`src/hdl/rx_ctrl_defines.svh`:
```
// Constants of the receive control and status block
// Function
// - Single-receive enable sits at bit 5 of the receive status/control register.
// - Sync master mode: single-receive set starts one reception; clear means none.
// - Sync master mode: hardware clears single-receive once that reception completes.
// - Single-receive is ignored in asynchronous and synchronous slave modes.
// - Async mode: continuous-receive at bit 4 enables receiver, clear disables it.
// - Sync mode: continuous-receive receives continuously and overrides single-receive.
// - Async 9-bit with address detect: load buffer and interrupt only if ninth bit 1.
// - Async 9-bit without address detect: accept all bytes, ninth bit free for software.
// - Async 8-bit mode ignores the address detect control.
// - Framing error flag at bit 2, updated by buffer read plus next valid byte.
// - Overrun flag at bit 1; clearing continuous-receive clears it.
// - Ninth received data bit shows at bit 0 of the status/control register.
`ifndef RX_CTRL_DEFINES_SVH
`define RX_CTRL_DEFINES_SVH

`define RX_ADDR_W 3
`define RX_OFS_STATUS_CONTROL 3'h0
`define RX_OFS_BUFFER 3'h1
`define RX_OFS_MODE 3'h2
`define RX_OFS_IRQ_STATUS 3'h3
`define RX_OFS_IRQ_MASK 3'h4

`define RX_BIT_SINGLE 5
`define RX_BIT_CONT 4
`define RX_BIT_ADDR 3
`define RX_BIT_FRAMING_ERROR_FLAG 2
`define RX_BIT_OVERRUN_ERROR_FLAG 1
`define RX_BIT_NINTH 0

`define RX_MODE_BIT_SYNC 0
`define RX_MODE_BIT_MASTER 1
`define RX_MODE_BIT_NINE 2

`define RX_IRQ_BIT_RECV 0
`define RX_IRQ_BIT_FRAMING_ERROR_FLAG 1
`define RX_IRQ_BIT_OVERRUN_ERROR_FLAG 2
`define RX_IRQ_W 3

`define RX_RST_CTRL 3'h0
`define RX_RST_MODE 3'h0
`define RX_RST_MASK 3'h0

`endif

```
`src/hdl/rx_ctrl_pkg.sv`:
```
// Types of the receive control and status block
package rx_ctrl_pkg;

  // Gray coded operating modes
  typedef enum logic [1:0] {
    MODE_ASYNC = 2'h0,
    MODE_SYNC_MASTER = 2'h1,
    MODE_SYNC_SLAVE = 2'h3
  } rx_mode_e;

  typedef logic [7:0] byte_t;

endpackage

```
`src/hdl/rx_irq_sticky.sv`:
```
// Sticky event status with mask and level interrupt
`timescale 1ns/1ps
`default_nettype none
module rx_irq_sticky #(
  parameter int W = 3
) (
  // Clock and reset
  input wire logic clk,
  input wire logic rst,
  // Events and software access
  input wire logic [W-1:0] event_pulse,
  input wire logic status_read,
  input wire logic [W-1:0] mask,
  // State
  output logic [W-1:0] status,
  output logic irq
);
  logic [W-1:0] status_q;
  logic [W-1:0] status_d;
  logic irq_q;
  logic irq_d;

  // A new event in the reading cycle survives the clear
  always_comb begin
    status_d = status_read ? event_pulse : (status_q | event_pulse);
    irq_d = |(status_d & mask);
  end

  always_ff @(posedge clk or posedge rst) begin
    if (rst) begin
      status_q <= '0;
      irq_q <= 1'b0;
    end else begin
      status_q <= status_d;
      irq_q <= irq_d;
    end
  end

  assign status = status_q;
  assign irq = irq_q;
endmodule // rx_irq_sticky
`default_nettype wire

```
`src/hdl/rx_ctrl.sv`:
```
// Receive control and status logic with register port
`timescale 1ns/1ps
`default_nettype none
`include "rx_ctrl_defines.svh"
module rx_ctrl
  import rx_ctrl_pkg::*;
(
  // Clock and reset
  input wire logic clk,
  input wire logic rst,
  // Register port
  input wire logic [`RX_ADDR_W-1:0] reg_addr,
  input wire logic [7:0] reg_wdata,
  input wire logic reg_wr,
  input wire logic reg_rd,
  output logic [7:0] reg_rdata,
  // Receive shift register side
  input wire logic word_done,
  input wire logic [8:0] receive_shift_register,
  input wire logic word_framing_error,
  // Receiver control toward the shifter
  output logic receiver_enable,
  output logic single_active,
  output logic buffer_full,
  // Interrupt
  output logic irq
);
  // Control and status
  logic single_receive_en_q, single_receive_en_d;
  logic continuous_receive_en_q, continuous_receive_en_d;
  logic address_detect_en_q, address_detect_en_d;
  logic overrun_error_flag_q, overrun_error_flag_d;
  logic sync_mode_q, sync_mode_d;
  logic master_q, master_d;
  logic nine_bit_receive_select_q, nine_bit_receive_select_d;
  logic [`RX_IRQ_W-1:0] irq_mask_q, irq_mask_d;
  // One-entry receive buffer
  byte_t receive_buffer_q, receive_buffer_d;
  logic rx_ninth_data_bit_q, rx_ninth_data_bit_d;
  logic framing_error_flag_q, framing_error_flag_d;
  logic full_q, full_d;
  // Outputs
  logic [7:0] rdata_q, rdata_d;
  logic recv_en_q, recv_en_d;
  logic single_q, single_d;

  rx_mode_e mode;
  logic wr_ctrl, wr_mode, wr_mask;
  logic rd_buf, rd_irq;
  logic accept, load, overrun;
  logic [`RX_IRQ_W-1:0] events;
  logic [`RX_IRQ_W-1:0] irq_status;
  logic [7:0] ctrl_view;

  always_comb begin
    if (!sync_mode_q) begin
      mode = MODE_ASYNC;
    end else if (master_q) begin
      mode = MODE_SYNC_MASTER;
    end else begin
      mode = MODE_SYNC_SLAVE;
    end
  end

  assign wr_ctrl = reg_wr && (reg_addr == `RX_OFS_STATUS_CONTROL);
  assign wr_mode = reg_wr && (reg_addr == `RX_OFS_MODE);
  assign wr_mask = reg_wr && (reg_addr == `RX_OFS_IRQ_MASK);
  assign rd_buf = reg_rd && (reg_addr == `RX_OFS_BUFFER);
  assign rd_irq = reg_rd && (reg_addr == `RX_OFS_IRQ_STATUS);

  // Address filtering only applies to asynchronous nine-bit frames
  always_comb begin
    accept = 1'b1;
    if (mode == MODE_ASYNC && nine_bit_receive_select_q && address_detect_en_q) begin
      accept = receive_shift_register[8];
    end
  end

  // Buffer frees on the read, so a word landing in the read cycle still fits
  assign overrun = word_done && recv_en_q && accept && full_q && !rd_buf && !overrun_error_flag_q;
  assign load = word_done && recv_en_q && accept && !overrun_error_flag_q && !overrun;

  assign events[`RX_IRQ_BIT_RECV] = load;
  assign events[`RX_IRQ_BIT_FRAMING_ERROR_FLAG] = load && word_framing_error;
  assign events[`RX_IRQ_BIT_OVERRUN_ERROR_FLAG] = overrun;

  always_comb begin
    ctrl_view = 8'h00;
    ctrl_view[`RX_BIT_SINGLE] = single_receive_en_q;
    ctrl_view[`RX_BIT_CONT] = continuous_receive_en_q;
    ctrl_view[`RX_BIT_ADDR] = address_detect_en_q;
    ctrl_view[`RX_BIT_FRAMING_ERROR_FLAG] = framing_error_flag_q;
    ctrl_view[`RX_BIT_OVERRUN_ERROR_FLAG] = overrun_error_flag_q;
    ctrl_view[`RX_BIT_NINTH] = rx_ninth_data_bit_q;
  end

  // Next state of control, buffer and outputs
  always_comb begin
    single_receive_en_d = single_receive_en_q;
    continuous_receive_en_d = continuous_receive_en_q;
    address_detect_en_d = address_detect_en_q;
    overrun_error_flag_d = overrun_error_flag_q;
    sync_mode_d = sync_mode_q;
    master_d = master_q;
    nine_bit_receive_select_d = nine_bit_receive_select_q;
    irq_mask_d = irq_mask_q;
    receive_buffer_d = receive_buffer_q;
    rx_ninth_data_bit_d = rx_ninth_data_bit_q;
    framing_error_flag_d = framing_error_flag_q;
    full_d = full_q;
    rdata_d = 8'h00;

    if (wr_ctrl) begin
      single_receive_en_d = reg_wdata[`RX_BIT_SINGLE];
      continuous_receive_en_d = reg_wdata[`RX_BIT_CONT];
      address_detect_en_d = reg_wdata[`RX_BIT_ADDR];
      if (!reg_wdata[`RX_BIT_CONT]) begin
        overrun_error_flag_d = 1'b0;
      end
    end
    if (wr_mode) begin
      sync_mode_d = reg_wdata[`RX_MODE_BIT_SYNC];
      master_d = reg_wdata[`RX_MODE_BIT_MASTER];
      nine_bit_receive_select_d = reg_wdata[`RX_MODE_BIT_NINE];
    end
    if (wr_mask) begin
      irq_mask_d = reg_wdata[`RX_IRQ_W-1:0];
    end

    // Completed single reception clears the request, even against a write
    if (word_done && recv_en_q && mode == MODE_SYNC_MASTER && single_receive_en_q &&
        !continuous_receive_en_q) begin
      single_receive_en_d = 1'b0;
    end

    if (overrun) begin
      overrun_error_flag_d = 1'b1;
    end

    if (rd_buf) begin
      full_d = 1'b0;
    end
    // Flags of the held word change only when the next word is loaded
    if (load) begin
      receive_buffer_d = receive_shift_register[7:0];
      rx_ninth_data_bit_d = receive_shift_register[8];
      framing_error_flag_d = word_framing_error;
      full_d = 1'b1;
    end

    if (reg_rd) begin
      case (reg_addr)
        `RX_OFS_STATUS_CONTROL: rdata_d = ctrl_view;
        `RX_OFS_BUFFER: rdata_d = receive_buffer_q;
        `RX_OFS_MODE: begin
          rdata_d[`RX_MODE_BIT_SYNC] = sync_mode_q;
          rdata_d[`RX_MODE_BIT_MASTER] = master_q;
          rdata_d[`RX_MODE_BIT_NINE] = nine_bit_receive_select_q;
        end
        `RX_OFS_IRQ_STATUS: rdata_d = {5'h00, irq_status};
        `RX_OFS_IRQ_MASK: rdata_d = {5'h00, irq_mask_q};
        default: rdata_d = 8'h00;
      endcase
    end

    // Receiver enable per mode, from the next control values
    recv_en_d = 1'b0;
    single_d = 1'b0;
    case (mode)
      MODE_ASYNC: recv_en_d = continuous_receive_en_d;
      MODE_SYNC_MASTER: begin
        recv_en_d = continuous_receive_en_d || single_receive_en_d;
        single_d = single_receive_en_d && !continuous_receive_en_d;
      end
      MODE_SYNC_SLAVE: recv_en_d = continuous_receive_en_d;
      default: recv_en_d = 1'b0;
    endcase
  end

  always_ff @(posedge clk or posedge rst) begin
    if (rst) begin
      single_receive_en_q <= 1'b0;
      continuous_receive_en_q <= 1'b0;
      address_detect_en_q <= 1'b0;
      overrun_error_flag_q <= 1'b0;
      sync_mode_q <= 1'b0;
      master_q <= 1'b0;
      nine_bit_receive_select_q <= 1'b0;
      irq_mask_q <= `RX_RST_MASK;
      receive_buffer_q <= 8'h00;
      rx_ninth_data_bit_q <= 1'b0;
      framing_error_flag_q <= 1'b0;
      full_q <= 1'b0;
      rdata_q <= 8'h00;
      recv_en_q <= 1'b0;
      single_q <= 1'b0;
    end else begin
      single_receive_en_q <= single_receive_en_d;
      continuous_receive_en_q <= continuous_receive_en_d;
      address_detect_en_q <= address_detect_en_d;
      overrun_error_flag_q <= overrun_error_flag_d;
      sync_mode_q <= sync_mode_d;
      master_q <= master_d;
      nine_bit_receive_select_q <= nine_bit_receive_select_d;
      irq_mask_q <= irq_mask_d;
      receive_buffer_q <= receive_buffer_d;
      rx_ninth_data_bit_q <= rx_ninth_data_bit_d;
      framing_error_flag_q <= framing_error_flag_d;
      full_q <= full_d;
      rdata_q <= rdata_d;
      recv_en_q <= recv_en_d;
      single_q <= single_d;
    end
  end

  rx_irq_sticky #(
    .W(`RX_IRQ_W)
  ) u_irq (
    .clk(clk),
    .rst(rst),
    .event_pulse(events),
    .status_read(rd_irq),
    .mask(irq_mask_q),
    .status(irq_status),
    .irq(irq)
  );

  assign reg_rdata = rdata_q;
  assign receiver_enable = recv_en_q;
  assign single_active = single_q;
  assign buffer_full = full_q;
endmodule // rx_ctrl
`default_nettype wire

```
`config.mk`:
```
export PLATFORM = sky130hd
export DESIGN_NAME = rx_ctrl
export DESIGN_NICKNAME = d
export VERILOG_FILES = /design/src/hdl/rx_ctrl_pkg.sv /design/src/hdl/rx_irq_sticky.sv /design/src/hdl/rx_ctrl.sv
export VERILOG_INCLUDE_DIRS = /design/src /design/src/hdl
export SDC_FILE = /design/constraint.sdc
export NUM_CORES = 1
export LEC_CHECK = 0
export ABC_AREA = 1
export BUFFER_PORTS_ARGS = -buffer_cell sky130_fd_sc_hd__buf_2
export CAP_MARGIN = 20
export CORE_UTILIZATION = 40
export DETAILED_ROUTE_END_ITERATION = 7
export PLACE_DENSITY_LB_ADDON = 0.3
export SYNTH_ARGS = -nofsm -noshare
export SYNTH_HDL_FRONTEND = slang
export SYNTH_HIERARCHICAL = 1
export SYNTH_SLANG_ARGS = --single-unit
```
`constraint.sdc`:
```
create_clock -name clk -period 1.78 [get_ports clk]
set_input_delay 0.356 -clock clk [delete_from_list [all_inputs] [get_ports clk]]
set_output_delay 0.356 -clock clk [all_outputs]
set_load 0.05 [all_outputs]
```
# Word level (Yosys, flattened, before mapping)
# Cells that the tools add are included.
[word_totals]
regBits = 35
[op_classes]
n_eq_ne = 7
n_mux = 17
n_bitwise = 2
n_reduce_logical = 32
[op_table]
columns = ["cell", "count"]
rows = [
  ["$logic_and 1x1->1", 19],
  ["$pmux 3 s5", 1],
  ["$mux 1", 10],
  ["$pmux 5 s2", 1],
  ["$mux 8", 1],
  ["$eq 3x2->1 const B", 2],
  ["$logic_not 1->1", 5],
  ["$mux 2", 2],
  ["$reduce_bool 2->1", 2],
  ["$and 3x3->3", 1],
  ["$eq 3x1->1 const B", 1],
  ["$eq 3x3->1 const B", 1],
  ["$logic_not 3->1", 1],
  ["$mux 3", 1],
  ["$or 3x3->3", 1],
  ["$reduce_or 3->1", 1],
  ["$eq 2x1->1 const B", 1],
  ["$eq 2x2->1 const B", 1],
  ["$logic_not 2->1", 1],
  ["$ne 2x1->1 const B", 1],
  ["$pmux 1 s2", 1],
  ["$reduce_and 2->1", 1],
  ["$reduce_or 2->1", 1],
  ["$logic_or 1x1->1", 1],
]

# Logic depth before layout (Yosys ltp)
# Gate-level depths: netlist of the first run.
[depth]
depth_word = 17
depth_mapped = 11
ltp_nobuf = 10

# By module
# The synthesis of the first run kept the hierarchy.
[modules_own_cells]
columns = ["module", "instances", "cells_per_inst", "area_each_um2"]
rows = [
  ["rx_ctrl", 1, 170, 1422.6],
  ["rx_irq_sticky", 1, 19, 182.7],
]

# Worst setup path before layout of the first run
# OpenSTA, ideal clock, no wires.
[synth_timing]
path_type = "reg-to-reg"
start = "register recv_en_q, in the netlist receiver_enable"
end = "register u_irq.irq_q, in the netlist u_irq/irq"
setup_ns = 0.066
arrival_ns = 1.491
path_slack_ns = 0.223
stages_incl_launch_ff = 12
cell_sequence = "dfrtp_1 -> nand2_1 -> inv_1 -> nand2_1 -> nor2_1 -> buf_2 -> nand2_1 -> inv_1 -> inv_1 -> nand2_2 -> nand2_1 -> nand3_2"
[synth_between]
elab_cells_between_ends = 13
[synth_lines]
columns = ["element", "line_no", "text"]
rows = [
  ["start, declared", "rx_ctrl.sv:44", "logic recv_en_q, recv_en_d;"],
  ["start signal, assigned", "rx_ctrl.sv:211", "recv_en_q <= recv_en_d;"],
  ["$logic_and 1x1->1 (*) (5 in series)", "rx_ctrl.sv:80", "assign overrun = word_done && recv_en_q && accept && full_q && !rd_buf && !overrun_error_flag_q;"],
  ["via events[2]", "rx_ctrl.sv:51", "logic [`RX_IRQ_W-1:0] events;"],
  ["$or 3x3->3", "rx_irq_sticky.sv:25", "status_d = status_read ? event_pulse : (status_q | event_pulse);"],
  ["$mux 3 (*)", "rx_irq_sticky.sv:25", ""],
  ["via u_irq.status_d[2]", "rx_irq_sticky.sv:19", "logic [W-1:0] status_d;"],
  ["$and 3x3->3 (*)", "rx_irq_sticky.sv:26", "irq_d = |(status_d & mask);"],
  ["$reduce_or 3->1 (*)", "rx_irq_sticky.sv:26", ""],
  ["via u_irq.irq_d", "rx_irq_sticky.sv:21", "logic irq_d;"],
  ["end signal, assigned", "rx_irq_sticky.sv:35", "irq_q <= irq_d;"],
  ["end, declared", "rx_irq_sticky.sv:20", "logic irq_q;"],
]
# Mark *: on every way through the listed nets, which the timed path passes. The rest lies on a longest branch.
# A chain may end at the register's enable or synchronous reset.

# Worst setup path in the final report of the first run
[layout_timing]
start = "register recv_en_q, in the netlist receiver_enable"
end = "register receive_buffer_q[3]"
[layout_between]
elab_chain_len = 7
elab_cells_between_ends = 8
[layout_rtl]
columns = ["element", "line_no", "text"]
rows = [
  ["$logic_and 1x1->1 (*) (2 in series)", "rx_ctrl.sv:80, rx_ctrl.sv:81", ""],
  ["$logic_and 1x1->1 (3 in series)", "rx_ctrl.sv:80", ""],
  ["$logic_not 1->1", "rx_ctrl.sv:81", "assign load = word_done && recv_en_q && accept && !overrun_error_flag_q && !overrun;"],
  ["$logic_and 1x1->1 (*)", "rx_ctrl.sv:81", ""],
  ["end signal, assigned", "rx_ctrl.sv:206", "receive_buffer_q <= receive_buffer_d;"],
  ["end, declared", "rx_ctrl.sv:38", "byte_t receive_buffer_q, receive_buffer_d;"],
]
# Mark *: on every way between the ends. The rest lies on a longest branch, timed or not.

==> key figures, run 1 <==
Worst setup path
  – Endpoint kind of the worst setup timing path: flip-flop
  – Required time at the endpoint of the critical path: 1.96 ns
  – Crit path DAT: 1.60 ns
  – Setup slack, reg-to-reg: 0.37 ns
  – Sum of buffers and inverters on the critical path: 2
  – Number of cells on the worst reg-to-reg path: 8
  – Slowest stage cell, crit path: dfrtp_1
  – Kind of critical path: reg2reg
  – Launch point of the worst reg-to-reg path: receiver_enable
  – Cell Chain, Critical Path: nand2_1, inv_1, nand2_1, nor2_1, nand2_2, buf_4, nand2_1, nand2_1
  – Largest delay share family, worst path: simple AND/OR/NAND/NOR gates
  – Critical path launch point type: flip-flop
  – R2R Path End: receive_buffer_q[3]
  – Most common cell on crit path: nand2_1
  – Maximum net fanout on the critical path: 7
  – Critical Path Max Stage Delay: 0.34 ns

Floorplan
  – I/O pin total: 38
  – Die width: 65.35 um
  – Number of standard-cell rows in the floorplan: 22
  – DIE AREA: 0.004271 mm2
  – Die extent in y: around 65 um
  – Area inside the core boundary: around 0.0037 mm2
  – Effective utilization at floorplan: between 40% and 50%

Logic synthesis
  – Syn Std Cell Area: around 0.0016 mm2
  – Average size of a mapped cell: 8.494 um2
  – Fraction of the yosys area taken by sequential cells: 54.56%
  – Count of warnings emitted by yosys: 6
  – Yosys cell types: 21
  – Yosys reg bits: 35
  – Post-synth net total: roughly 220
  – Number of cells produced by synthesis: around 190

Route
  – Met3 Wirelength: 206 um
  – Highest routed layer: met4
  – Ratio of routed vias to standard cells: 4.887
  – Routed length on met2: 1540 um
  – Total iterations of the first detailed-routing run: 4
  – Number of DRC violations after detailed routing: 0
  – Via count: 1383
  – Remaining number of nets flagged by the antenna check after routing: 0
  – Violation count after the first detailed-route iteration: 72
  – Routed wire length: 3289 um
  – Post-Route M1 WL: 1432 um
  – Wire length per cell after detailed routing: 11.62 um

STA
  – Post-layout minimum cycle time: 1.411 ns
  – Final worst setup slack: 0.3694 ns
  – Slew of the pin with the lowest slew margin: 0.3850 ns
  – Max Clock Skew: between 0.003 and 0.004 ns
  – RSZ-0062 raised after global routing: false
  – Final count of pins violating max slew: 0
  – Upper clock frequency limit: between 700 and 800 MHz
  – Setup_tns: 0 ns
  – Endpoints failing setup: 0
  – Hold Violations, Final: 0
  – Relative max-transition margin: 74.33%
  – Fraction of the cycle the final worst path needs: 79.25%

Clock network
  – Clock buffer depth: 2
  – Total clock buffers created by CTS: 5
  – H-tree Lvls: 2
  – Clock transition at path regs: 0.07 ns
  – Count of clock tree sinks: 35
  – TritonCTS clock tree: yes
  – Clock root buffer master: clkbuf_8
  – Latest clock arrival within the worst-skew pair: ~0.29 ns

Power and ir drop
  – Leakage power: 1.092 nW
  – Maximum resistive drop on vdd: 408.5 uV
  – Power per cell area: 1281 mW/mm2

Global route
  – Wire length of the first global-routing pass: 5789 um
  – Overflow after GRT: 0
  – Maximum number of pins on one net before global-route repair: 32
  – Antenna violations before repair: 0
  – Number of global-route vias before repair: 1300
  – GRT Overall Usage: 18.48%

Outcome
  – Run status: completed

Cells and area
  – Number of antenna cells inserted: 0
  – Layout cell share with drive strength beyond 1: between 20% and 30%
  – Nets: 260
  – Area growth from synthesis to layout: 22.29%
  – Final Non-Filler Cells: 283

Run
  – Reported max-cap violation count: 0

Placement
  – Worst Setup Slack post-DPL: 0.2650 ns
  – Total instance count after detailed placement: 274
  – HPWL after detailed placement: 2560 um
  – Buffers on Ports: 35
  – Routability congestion estimate: 0.9031

Min path
  – Kind of path behind the tightest hold check: in2reg
  – Hold Crit Start: receive_shift_register[6]
  – Number of stages on the worst hold path: 3
  – Hold worst-path end: receive_buffer_q[6]
## worst reg2reg max path: stages, from the launching register on
cell and delay, ns:
dfrtp_1 0.34, nand2_1 0.05, inv_1 0.07, nand2_1 0.07, nor2_1 0.30, nand2_2 0.17, buf_4 0.20, nand2_1 0.06
nand2_1 0.05
## cell type report
cell class,count,area (um2)
fillers,390,1780
multi-input cells,125,599.3
flip-flops and latches,35,875.8
inverters,24,90.09
well taps,48,60.06
repair buffers,43,237.7
clock buffers,8,100.1
## how the worst max path moves through the flow
stage	endpoint	start	cells after the start	slack (ns)
2_1_floorplan	u_irq/irq	receiver_enable	11	0.22
3_3_place_gp	receive_buffer_q[0]	word_done	9	0.27
3_5_place_dp	receive_buffer_q[3]	word_done	9	0.26
4_1_cts	receive_buffer_q[3]	receiver_enable	8	0.34
5_1_grt	receive_buffer_q[4]	receiver_enable	8	0.22
6_report	receive_buffer_q[3]	receiver_enable	8	0.37
## Yosys cell counts, drive strengths merged
cell | n | area (um2)
nor2 | 13 | 56.30
nor4 | 1 | 6.260
nand4 | 11 | 75.07
inv | 24 | 90.09
nor3 | 2 | 21.27
buf | 5 | 40.04
dfrtp | 35 | 875.8
a21oi | 3 | 15.01
nand2 | 65 | 269.0
and2 | 1 | 6.260
o21ai | 8 | 40.04
nand3 | 21 | 110.1
## placed cells by master (no fill, tap or decap), drive strengths merged
master,netlist,routed
nor3,2,2
clkbuf,0,8
buf,5,42
and2,1,1
nand4,11,11
dfrtp,35,35
nand2,65,65
a21oi,3,3
nor2,13,13
dlygate4sd3,0,1
nand3,21,21
nor4,1,1
inv,24,24
o21ai,8,8
## where the power goes
group | switching (mW) | internal [mW]
logic | 0.478 | 0.243
clock network | 0.272 | 0.353
registers | 0.143 | 1.03
total | 0.892 | 1.62
## state kept, by name (all words and copies together), names as in the netlist
register / cells
receive_buffer_q: 8
reg_rdata: 8
irq_mask_q: 3
u_irq/status: 3
address_detect_en_q: 1
buffer_full: 1
continuous_receive_en_q: 1
framing_error_flag_q: 1
master_q: 1
nine_bit_receive_select_q: 1
overrun_error_flag_q: 1
receiver_enable: 1
rx_ninth_data_bit_q: 1
single_active: 1
single_receive_en_q: 1
sync_mode_q: 1
u_irq/irq: 1
## what timing repair did
| item | in CTS | in global routing |
|---|---|---|
| hold buffers | 1 | 0 |
| gates resized for setup | 0 | 0 |
| setup buffers | 0 | 0 |
| hold endpoints to repair | 4 | 0 |
## per-stage QoR
stage	hold slack, ns	cell area [um2]	util, %	power [mW]
after floorplan	0.1221	1605	-	1.709
after global placement	0.2502	1853	49.50	1.894
after detailed placement	0.2531	1853	49.50	1.912
after CTS	0.2876	1963	52.44	2.539
after global routing	0.3032	1963	52.44	2.700
final	0.2900	1963	52.44	2.515
## logic make-up (layout without fill, tap and decap cells)
kind of cell	count (synthesis)	after routing	share of synthesized area (%)
simple gates	114	114	33.91
flops	35	35	54.56
buf+inv	29	75	8.106
compound gates	11	11	3.429
## per-layer routing
layer | up-vias | global-route usage [%]
met3 | 11 | 5.556
met5 | - | 0
met1 | 634 | 22.87
met2 | 44 | 28.99
li1 | 694 | -
met4 | 0 | 9.511
(Power assumes the default switching activity.)
==> run 2: changes to the inputs <==
- clock period: 1.78 -> 1.3 ns (I/O delays scaled with it)
==> run 2 against run 1 <==
Against the previous run:
- count of clock-buffer cells in the layout is 1 lower
- power rose by 40%
- worst hold slack lost 0.083 ns
- largest cell class unchanged
- maximum frequency grew 13%
- critical path type unchanged
==> key figures, run 2 (synthesized netlist as in run 1, its figures left out) <==
Outcome
  – Run status: completed

STA
  – Post-layout minimum cycle time: 1.252 ns (-0.1584 ns)
  – Max Clock Skew: 0.005596 ns (+0.001853 ns)
  – Setup_tns: 0 ns (unchanged)
  – Upper clock frequency limit: 798.6 MHz (+13%)
  – Relative max-transition margin: 74.19% (-0.14 points)
  – Final count of pins violating max slew: 0 (unchanged)
  – Final worst setup slack: 0.04778 ns (-0.3216 ns)
  – Endpoints failing setup: 0 (unchanged)
  – RSZ-0062 raised after global routing: true
  – Slew of the pin with the lowest slew margin: 0.3871 ns (+0.002130 ns)
  – Fraction of the cycle the final worst path needs: 96.32% (+17 points)
  – Hold Violations, Final: 0 (unchanged)

Global route
  – Wire length of the first global-routing pass: 6210 um (+7.3%)
  – GRT Overall Usage: 19.64% (+1.2 points)
  – Number of global-route vias before repair: 1369 (+5.3%)
  – Maximum number of pins on one net before global-route repair: 32 (unchanged)
  – Antenna violations before repair: 0 (unchanged)
  – Overflow after GRT: 0 (unchanged)

Cells and area
  – Filler Cell Count: 376 (-3.6%)
  – Layout cell share with drive strength beyond 1: 39.13% (+11 points)
  – Nets: 279 (+7.3%)
  – Area growth from synthesis to layout: 33.44%
  – Leading cell types in the layout, fill and taps excluded: nand2_1, buf_2, dfrtp_1
  – Number of antenna cells inserted: 0 (unchanged)
  – Core occupancy in the finished layout: 57.22% (+4.8 points)
  – Leading cell type in the layout, fill and taps excluded: nand2_1

Worst setup path
  – Crit path DAT: 1.47 ns (-0.13 ns)
  – Kind of critical path: reg2reg
  – Maximum net fanout on the critical path: 4 (-3)
  – Required time at the endpoint of the critical path: 1.51 ns (-0.45 ns)
  – Critical path launch point type: flip-flop
  – Endpoint kind of the worst setup timing path: flip-flop
  – Number of cells on the worst reg-to-reg path: 8 (unchanged)

Run
  – Reported max-cap violation count: 0 (unchanged)

Clock network
  – Clock buffer depth: 2 (unchanged)
  – TritonCTS clock tree: yes
  – H-tree Lvls: 2 (unchanged)
  – Clock root buffer master: clkbuf_8
  – Count of clock tree sinks: 35 (unchanged)
  – Latest clock arrival within the worst-skew pair: 0.28 ns (about the same)
  – Clock transition at path regs: 0.06 ns (about the same)
  – Total clock buffers created by CTS: 5 (unchanged)

Route
  – Number of DRC violations after detailed routing: 0 (unchanged)
  – Routed wire length: 3611 um (+9.8%)
  – Ratio of routed vias to standard cells: 4.771 (-2.4%)
  – Wire length per cell after detailed routing: 12.00 um (+3.2%)
  – Remaining number of nets flagged by the antenna check after routing: 0 (unchanged)
  – Violation count after the first detailed-route iteration: 80 (+11%)
  – Total iterations of the first detailed-routing run: 4 (unchanged)
  – Via count: 1436 (+3.8%)

Floorplan
  – I/O pin total: 38 (unchanged)
  – Effective utilization at floorplan: 42.88% (unchanged)
  – Die width: 65.35 um (unchanged)
  – DIE AREA: 0.004271 mm2 (unchanged)
  – Number of standard-cell rows in the floorplan: 22 (unchanged)
  – Die extent in y: 65.35 um (unchanged)
  – Area inside the core boundary: 0.003744 mm2 (unchanged)

Placement
  – HPWL after detailed placement: 2773 um (+8.3%)
  – Worst Setup Slack post-DPL: -0.05981 ns (-0.3248 ns)
  – Buffers on Ports: 35 (unchanged)
  – Routability congestion estimate: 0.9539 (+5.6%)

Min path
  – Number of stages on the worst hold path: 3 (unchanged)
  – Kind of path behind the tightest hold check: in2reg

Power and ir drop
  – Maximum resistive drop on vdd: 758.9 uV (+86%)
  – Power per cell area: 1646 mW/mm2 (+29%)
  – Leakage power: 1.187 nW (+8.8%)
## run 2: changes by cell type in the layout (fill, tap and decap cells not counted), moves of 3 or more
cell / change
inv_2: +5
nand3_1: -3
nand2_1: -4
inv_1: -5
buf_4: +18
nand3_2: +3
## run 2: final cells by class
class	instances	area (um2)	area share, %
well taps	48	60.06	2.804
clock buffers	7	76.32	3.563
flip-flops and latches	35	878.3	41.00
multi-input cells	125	653.1	30.49
repair buffers	62	384.1	17.93
inverters	24	90.09	4.206
## run 2: critical path, cell delays in order, from the launching register on
cell and delay [ns]:
dfrtp_1 0.41, nand2_2 0.09, nor3_4 0.04, nor2_4 0.19, buf_6 0.13, nand2_4 0.05, buf_4 0.12, buf_4 0.11
nand2_1 0.04
## run 2: path summary, 6_finish.rpt
check,endpoint,startpoint,slack (ns)
worst max register to register,overrun_error_flag_q,address_detect_en_q,0.05
worst max-delay path,overrun_error_flag_q,address_detect_en_q,0.05
worst min-delay path,receive_buffer_q[7],receive_shift_register[7],0.21
max in group asynchronous,receiver_enable,rst,0.37
min in group asynchronous,u_irq/irq,rst,0.41
worst min register to register,receive_buffer_q[7],receive_buffer_q[7],0.47
## run 2: through the flow
step                      area, um2  instances  total power, mW  hold slack [ns]
final                          2142        301            3.527           0.2070
after global routing           2142        301            3.776           0.2161
after floorplan                1619        189            2.369          0.02608
after CTS                      2111        300            3.539           0.1999
after detailed placement       1981        290            2.755           0.1502
after global placement         1981        290            2.726           0.1516
## run 2: routing by layer
metal | GRT usage [%] | vias up | part of all wire, %
met3 | 3.646 | 6 | 3.3
met5 | 0 | - | 0
met4 | 6.793 | 0 | 1.3
met2 | 32.09 | 30 | 49
met1 | 26.07 | 667 | 46
li1 | - | 733 | -
## run 2: report_power, final
group          leakage (nW)  internal (mW)  total [mW]  switching [mW]
Combinational         0.710          0.465        1.23           0.761
Sequential            0.439           1.41        1.60           0.185
Clock                0.0383          0.368       0.706           0.338
Total                  1.19           2.24        3.53            1.28
## run 2: what timing repair did
item	4_1_cts	5_1_grt
pin swaps	5	6
buffers inserted	2	1
gates resized for setup	9	6
endpoints found under the setup margin	1	13
endpoints found under the hold margin	4	0
hold buffers	1	0
==> run 3: changes to the inputs <==
- CORE_ASPECT_RATIO: default -> 0.8
- CORE_MARGIN: default -> 2
- clock period: 1.3 -> 1.21 ns (I/O delays scaled with it)
==> run 3 against run 2 <==
Against the previous run:
- the flow now finishes with violations (setup timing)
- setup slack got worse by 0.072 ns
- die area rose by 6.3%
- clock power rose by 12%
- wire length fell by 1.2%
==> key figures, run 3 (synthesized netlist as in run 1, its figures left out) <==
Worst setup path
  – Critical path launch point type: flip-flop
  – Cell Chain, Critical Path: nand2_2, nor3_4, nor2_4, buf_6, nand2_4, inv_2, inv_2, nand2_2, nand2_2, nand3_2
  – Crit path DAT: 1.40 ns (-0.07 ns)
  – Most common cell on crit path: nand2_2
  – Number of cells on the worst reg-to-reg path: 10 (+2)
  – R2R Path End: u_irq/irq
  – Endpoint kind of the worst setup timing path: flip-flop
  – Maximum net fanout on the critical path: 4 (unchanged)
  – Launch point of the worst reg-to-reg path: address_detect_en_q
  – Critical Path Max Stage Delay: 0.39 ns (-0.02 ns)
  – Kind of critical path: reg2reg
  – Required time at the endpoint of the critical path: 1.37 ns (-0.14 ns)
  – Slowest stage cell, crit path: dfrtp_1
  – Setup slack, reg-to-reg: -0.02 ns (-0.07 ns)

Floorplan
  – Effective utilization at floorplan: 41.93% (-0.95 points)
  – Die width: 74.83 um (+14%)
  – I/O pin total: 38 (unchanged)
  – Number of standard-cell rows in the floorplan: 20 (-9.1%)
  – Die extent in y: 60.66 um (-7.2%)
  – Area inside the core boundary: 0.003829 mm2 (+2.3%)
  – DIE AREA: 0.004539 mm2 (+6.3%)

Run
  – Reported max-cap violation count: 0 (unchanged)

Clock network
  – H-tree Lvls: 2 (unchanged)
  – Latest clock arrival within the worst-skew pair: 0.28 ns (about the same)
  – Clock buffer depth: 2 (unchanged)
  – Clock root buffer master: clkbuf_8
  – TritonCTS clock tree: yes
  – Clock transition at path regs: 0.07 ns (about the same)
  – Total clock buffers created by CTS: 5 (unchanged)
  – Count of clock tree sinks: 35 (unchanged)

STA
  – Endpoints failing setup: 4 (+4)
  – Final count of pins violating max slew: 0 (unchanged)
  – Relative max-transition margin: 74.06% (-0.13 points)
  – RSZ-0062 raised after global routing: true
  – Post-layout minimum cycle time: 1.234 ns (-0.01803 ns)
  – Hold Violations, Final: 0 (unchanged)
  – Max Clock Skew: 0.01066 ns (+0.005066 ns)
  – Slew of the pin with the lowest slew margin: 0.3890 ns (+0.001912 ns)
  – Setup_tns: -0.05178 ns (-0.05178 ns)
  – Upper clock frequency limit: 810.2 MHz (+1.5%)
  – Final worst setup slack: -0.02419 ns (-0.07198 ns)
  – Fraction of the cycle the final worst path needs: 102.0% (+5.7 points)

Power and ir drop
  – Switch share: 36.34% (-0.065 points)
  – Power share of the sequential group: 44.9% (-0.3 points)
  – Power per cell area: 1743 mW/mm2 (+5.9%)
  – Internal cell power: 2.445 mW (+9.0%)
  – Leakage power: 1.210 nW (+1.9%)
  – Maximum resistive drop on vdd: 749.2 uV (-1.3%)
  – Logic gate share of total power: 34.6% (about the same)
  – Clock network fraction of total power: 20.5% (+0.5 points)
  – Switching power: 1.396 mW (+8.7%)

Global route
  – GRT Overall Usage: 18.07% (-1.6 points)
  – Number of global-route vias before repair: 1341 (-2.0%)
  – Maximum number of pins on one net before global-route repair: 32 (unchanged)
  – Wire length of the first global-routing pass: 5899 um (-5.0%)
  – Antenna violations before repair: 0 (unchanged)
  – Overflow after GRT: 0 (unchanged)

Route
  – Total iterations of the first detailed-routing run: 4 (unchanged)
  – Routed wire length: 3566 um (-1.2%)
  – Via count: 1428 (-0.56%)
  – Ratio of routed vias to standard cells: 4.548 (-4.7%)
  – Wire length per cell after detailed routing: 11.36 um (-5.3%)
  – Number of DRC violations after detailed routing: 0 (unchanged)
  – Violation count after the first detailed-route iteration: 82 (+2.5%)
  – Remaining number of nets flagged by the antenna check after routing: 0 (unchanged)

Cells and area
  – Layout cell share with drive strength beyond 1: 39.77% (+0.64 points)
  – Leading cell types in the layout, fill and taps excluded: nand2_1, buf_2, dfrtp_1
  – Core occupancy in the finished layout: 57.55% (+0.33 points)
  – Area growth from synthesis to layout: 37.26%
  – Leading cell type in the layout, fill and taps excluded: nand2_1
  – Number of antenna cells inserted: 0 (unchanged)
  – Nets: 284 (+1.8%)
  – Multi-input gate area: 648.1 um2 (-0.77%)
  – Filler Cell Count: 360 (-4.3%)
  – FF+latch area: 878.3 um2 (unchanged)

Min path
  – Number of stages on the worst hold path: 3 (unchanged)
  – Hold Crit Start: receive_shift_register[2]
  – Kind of path behind the tightest hold check: in2reg
  – Hold worst-path end: receive_buffer_q[2]

Placement
  – Buffers on Ports: 35 (unchanged)
  – HPWL after detailed placement: 2826 um (+1.9%)
  – Routability congestion estimate: 0.8409 (-12%)

Outcome
  – Run status: finished with violations
  – Violations in the final reports: setup timing
==> run 3: per-layer routing <==
layer | global-route usage, % | share of wire [%]
met1 | 25.05 | 49
met4 | 6.122 | 1.2
met3 | 4.983 | 4.8
met2 | 27.57 | 45
met5 | 0 | 0
==> run 3: what timing repair did <==
item	in CTS	in global routing
gates resized for setup	2	12
setup buffers	0	1
setup endpoints to repair	11	15
endpoints found under the hold margin	4	0
pin swaps	0	4
hold buffers	1	0
==> run 3: worst max path at each step <==
stage	start	endpoint	slack, ns
after global routing	address_detect_en_q	u_irq/irq	-0.11
after detailed placement	address_detect_en_q	u_irq/irq	-0.09
after global placement	reg_addr[2]	irq_mask_q[2]	-0.06
after floorplan	receiver_enable	u_irq/irq	-0.11
after CTS	receiver_enable	u_irq/irq	-0.06
final	address_detect_en_q	u_irq/irq	-0.02
==> run 3: power groups by stage <==
stage          Combinational, mW  Clock [mW]  Sequential [mW]
6_report                    1.33       0.789             1.72
5_1_grt                     1.49       0.878             1.77
4_1_cts                     1.27       0.815             1.72
3_5_place_dp                1.26           0             1.74
3_3_place_gp                1.24           0             1.73
2_1_floorplan              0.632           0             1.91
==> run 3: metrics by stage <==
step,setup WS [ns],area (um2),cells,power (mW),hold WS [ns]
final,-0.02419,2203,314,3.841,0.1791
after global routing,-0.1096,2203,314,4.140,0.1847
after CTS,-0.05530,2152,313,3.809,0.1773
after detailed placement,-0.08993,2054,304,3.002,0.1367
after global placement,-0.05927,2054,304,2.971,0.1364
after floorplan,-0.1120,1619,189,2.545,0.008082
==> run 3: cell type report <==
type | count | share of cell area (%)
inverters | 24 | 4.089
flip-flops and latches | 35 | 39.86
clock buffers | 8 | 3.634
well taps | 55 | 3.123
repair buffers | 67 | 19.88
multi-input cells | 125 | 29.42
==> run 3: critical path, delay by kind of cell, from the launching register on <==
kind / cells / cell delay (ns)
buffers and inverters: 3 / 0.19
and+or+nand+nor: 7 / 0.53
DFF: 1 / 0.39
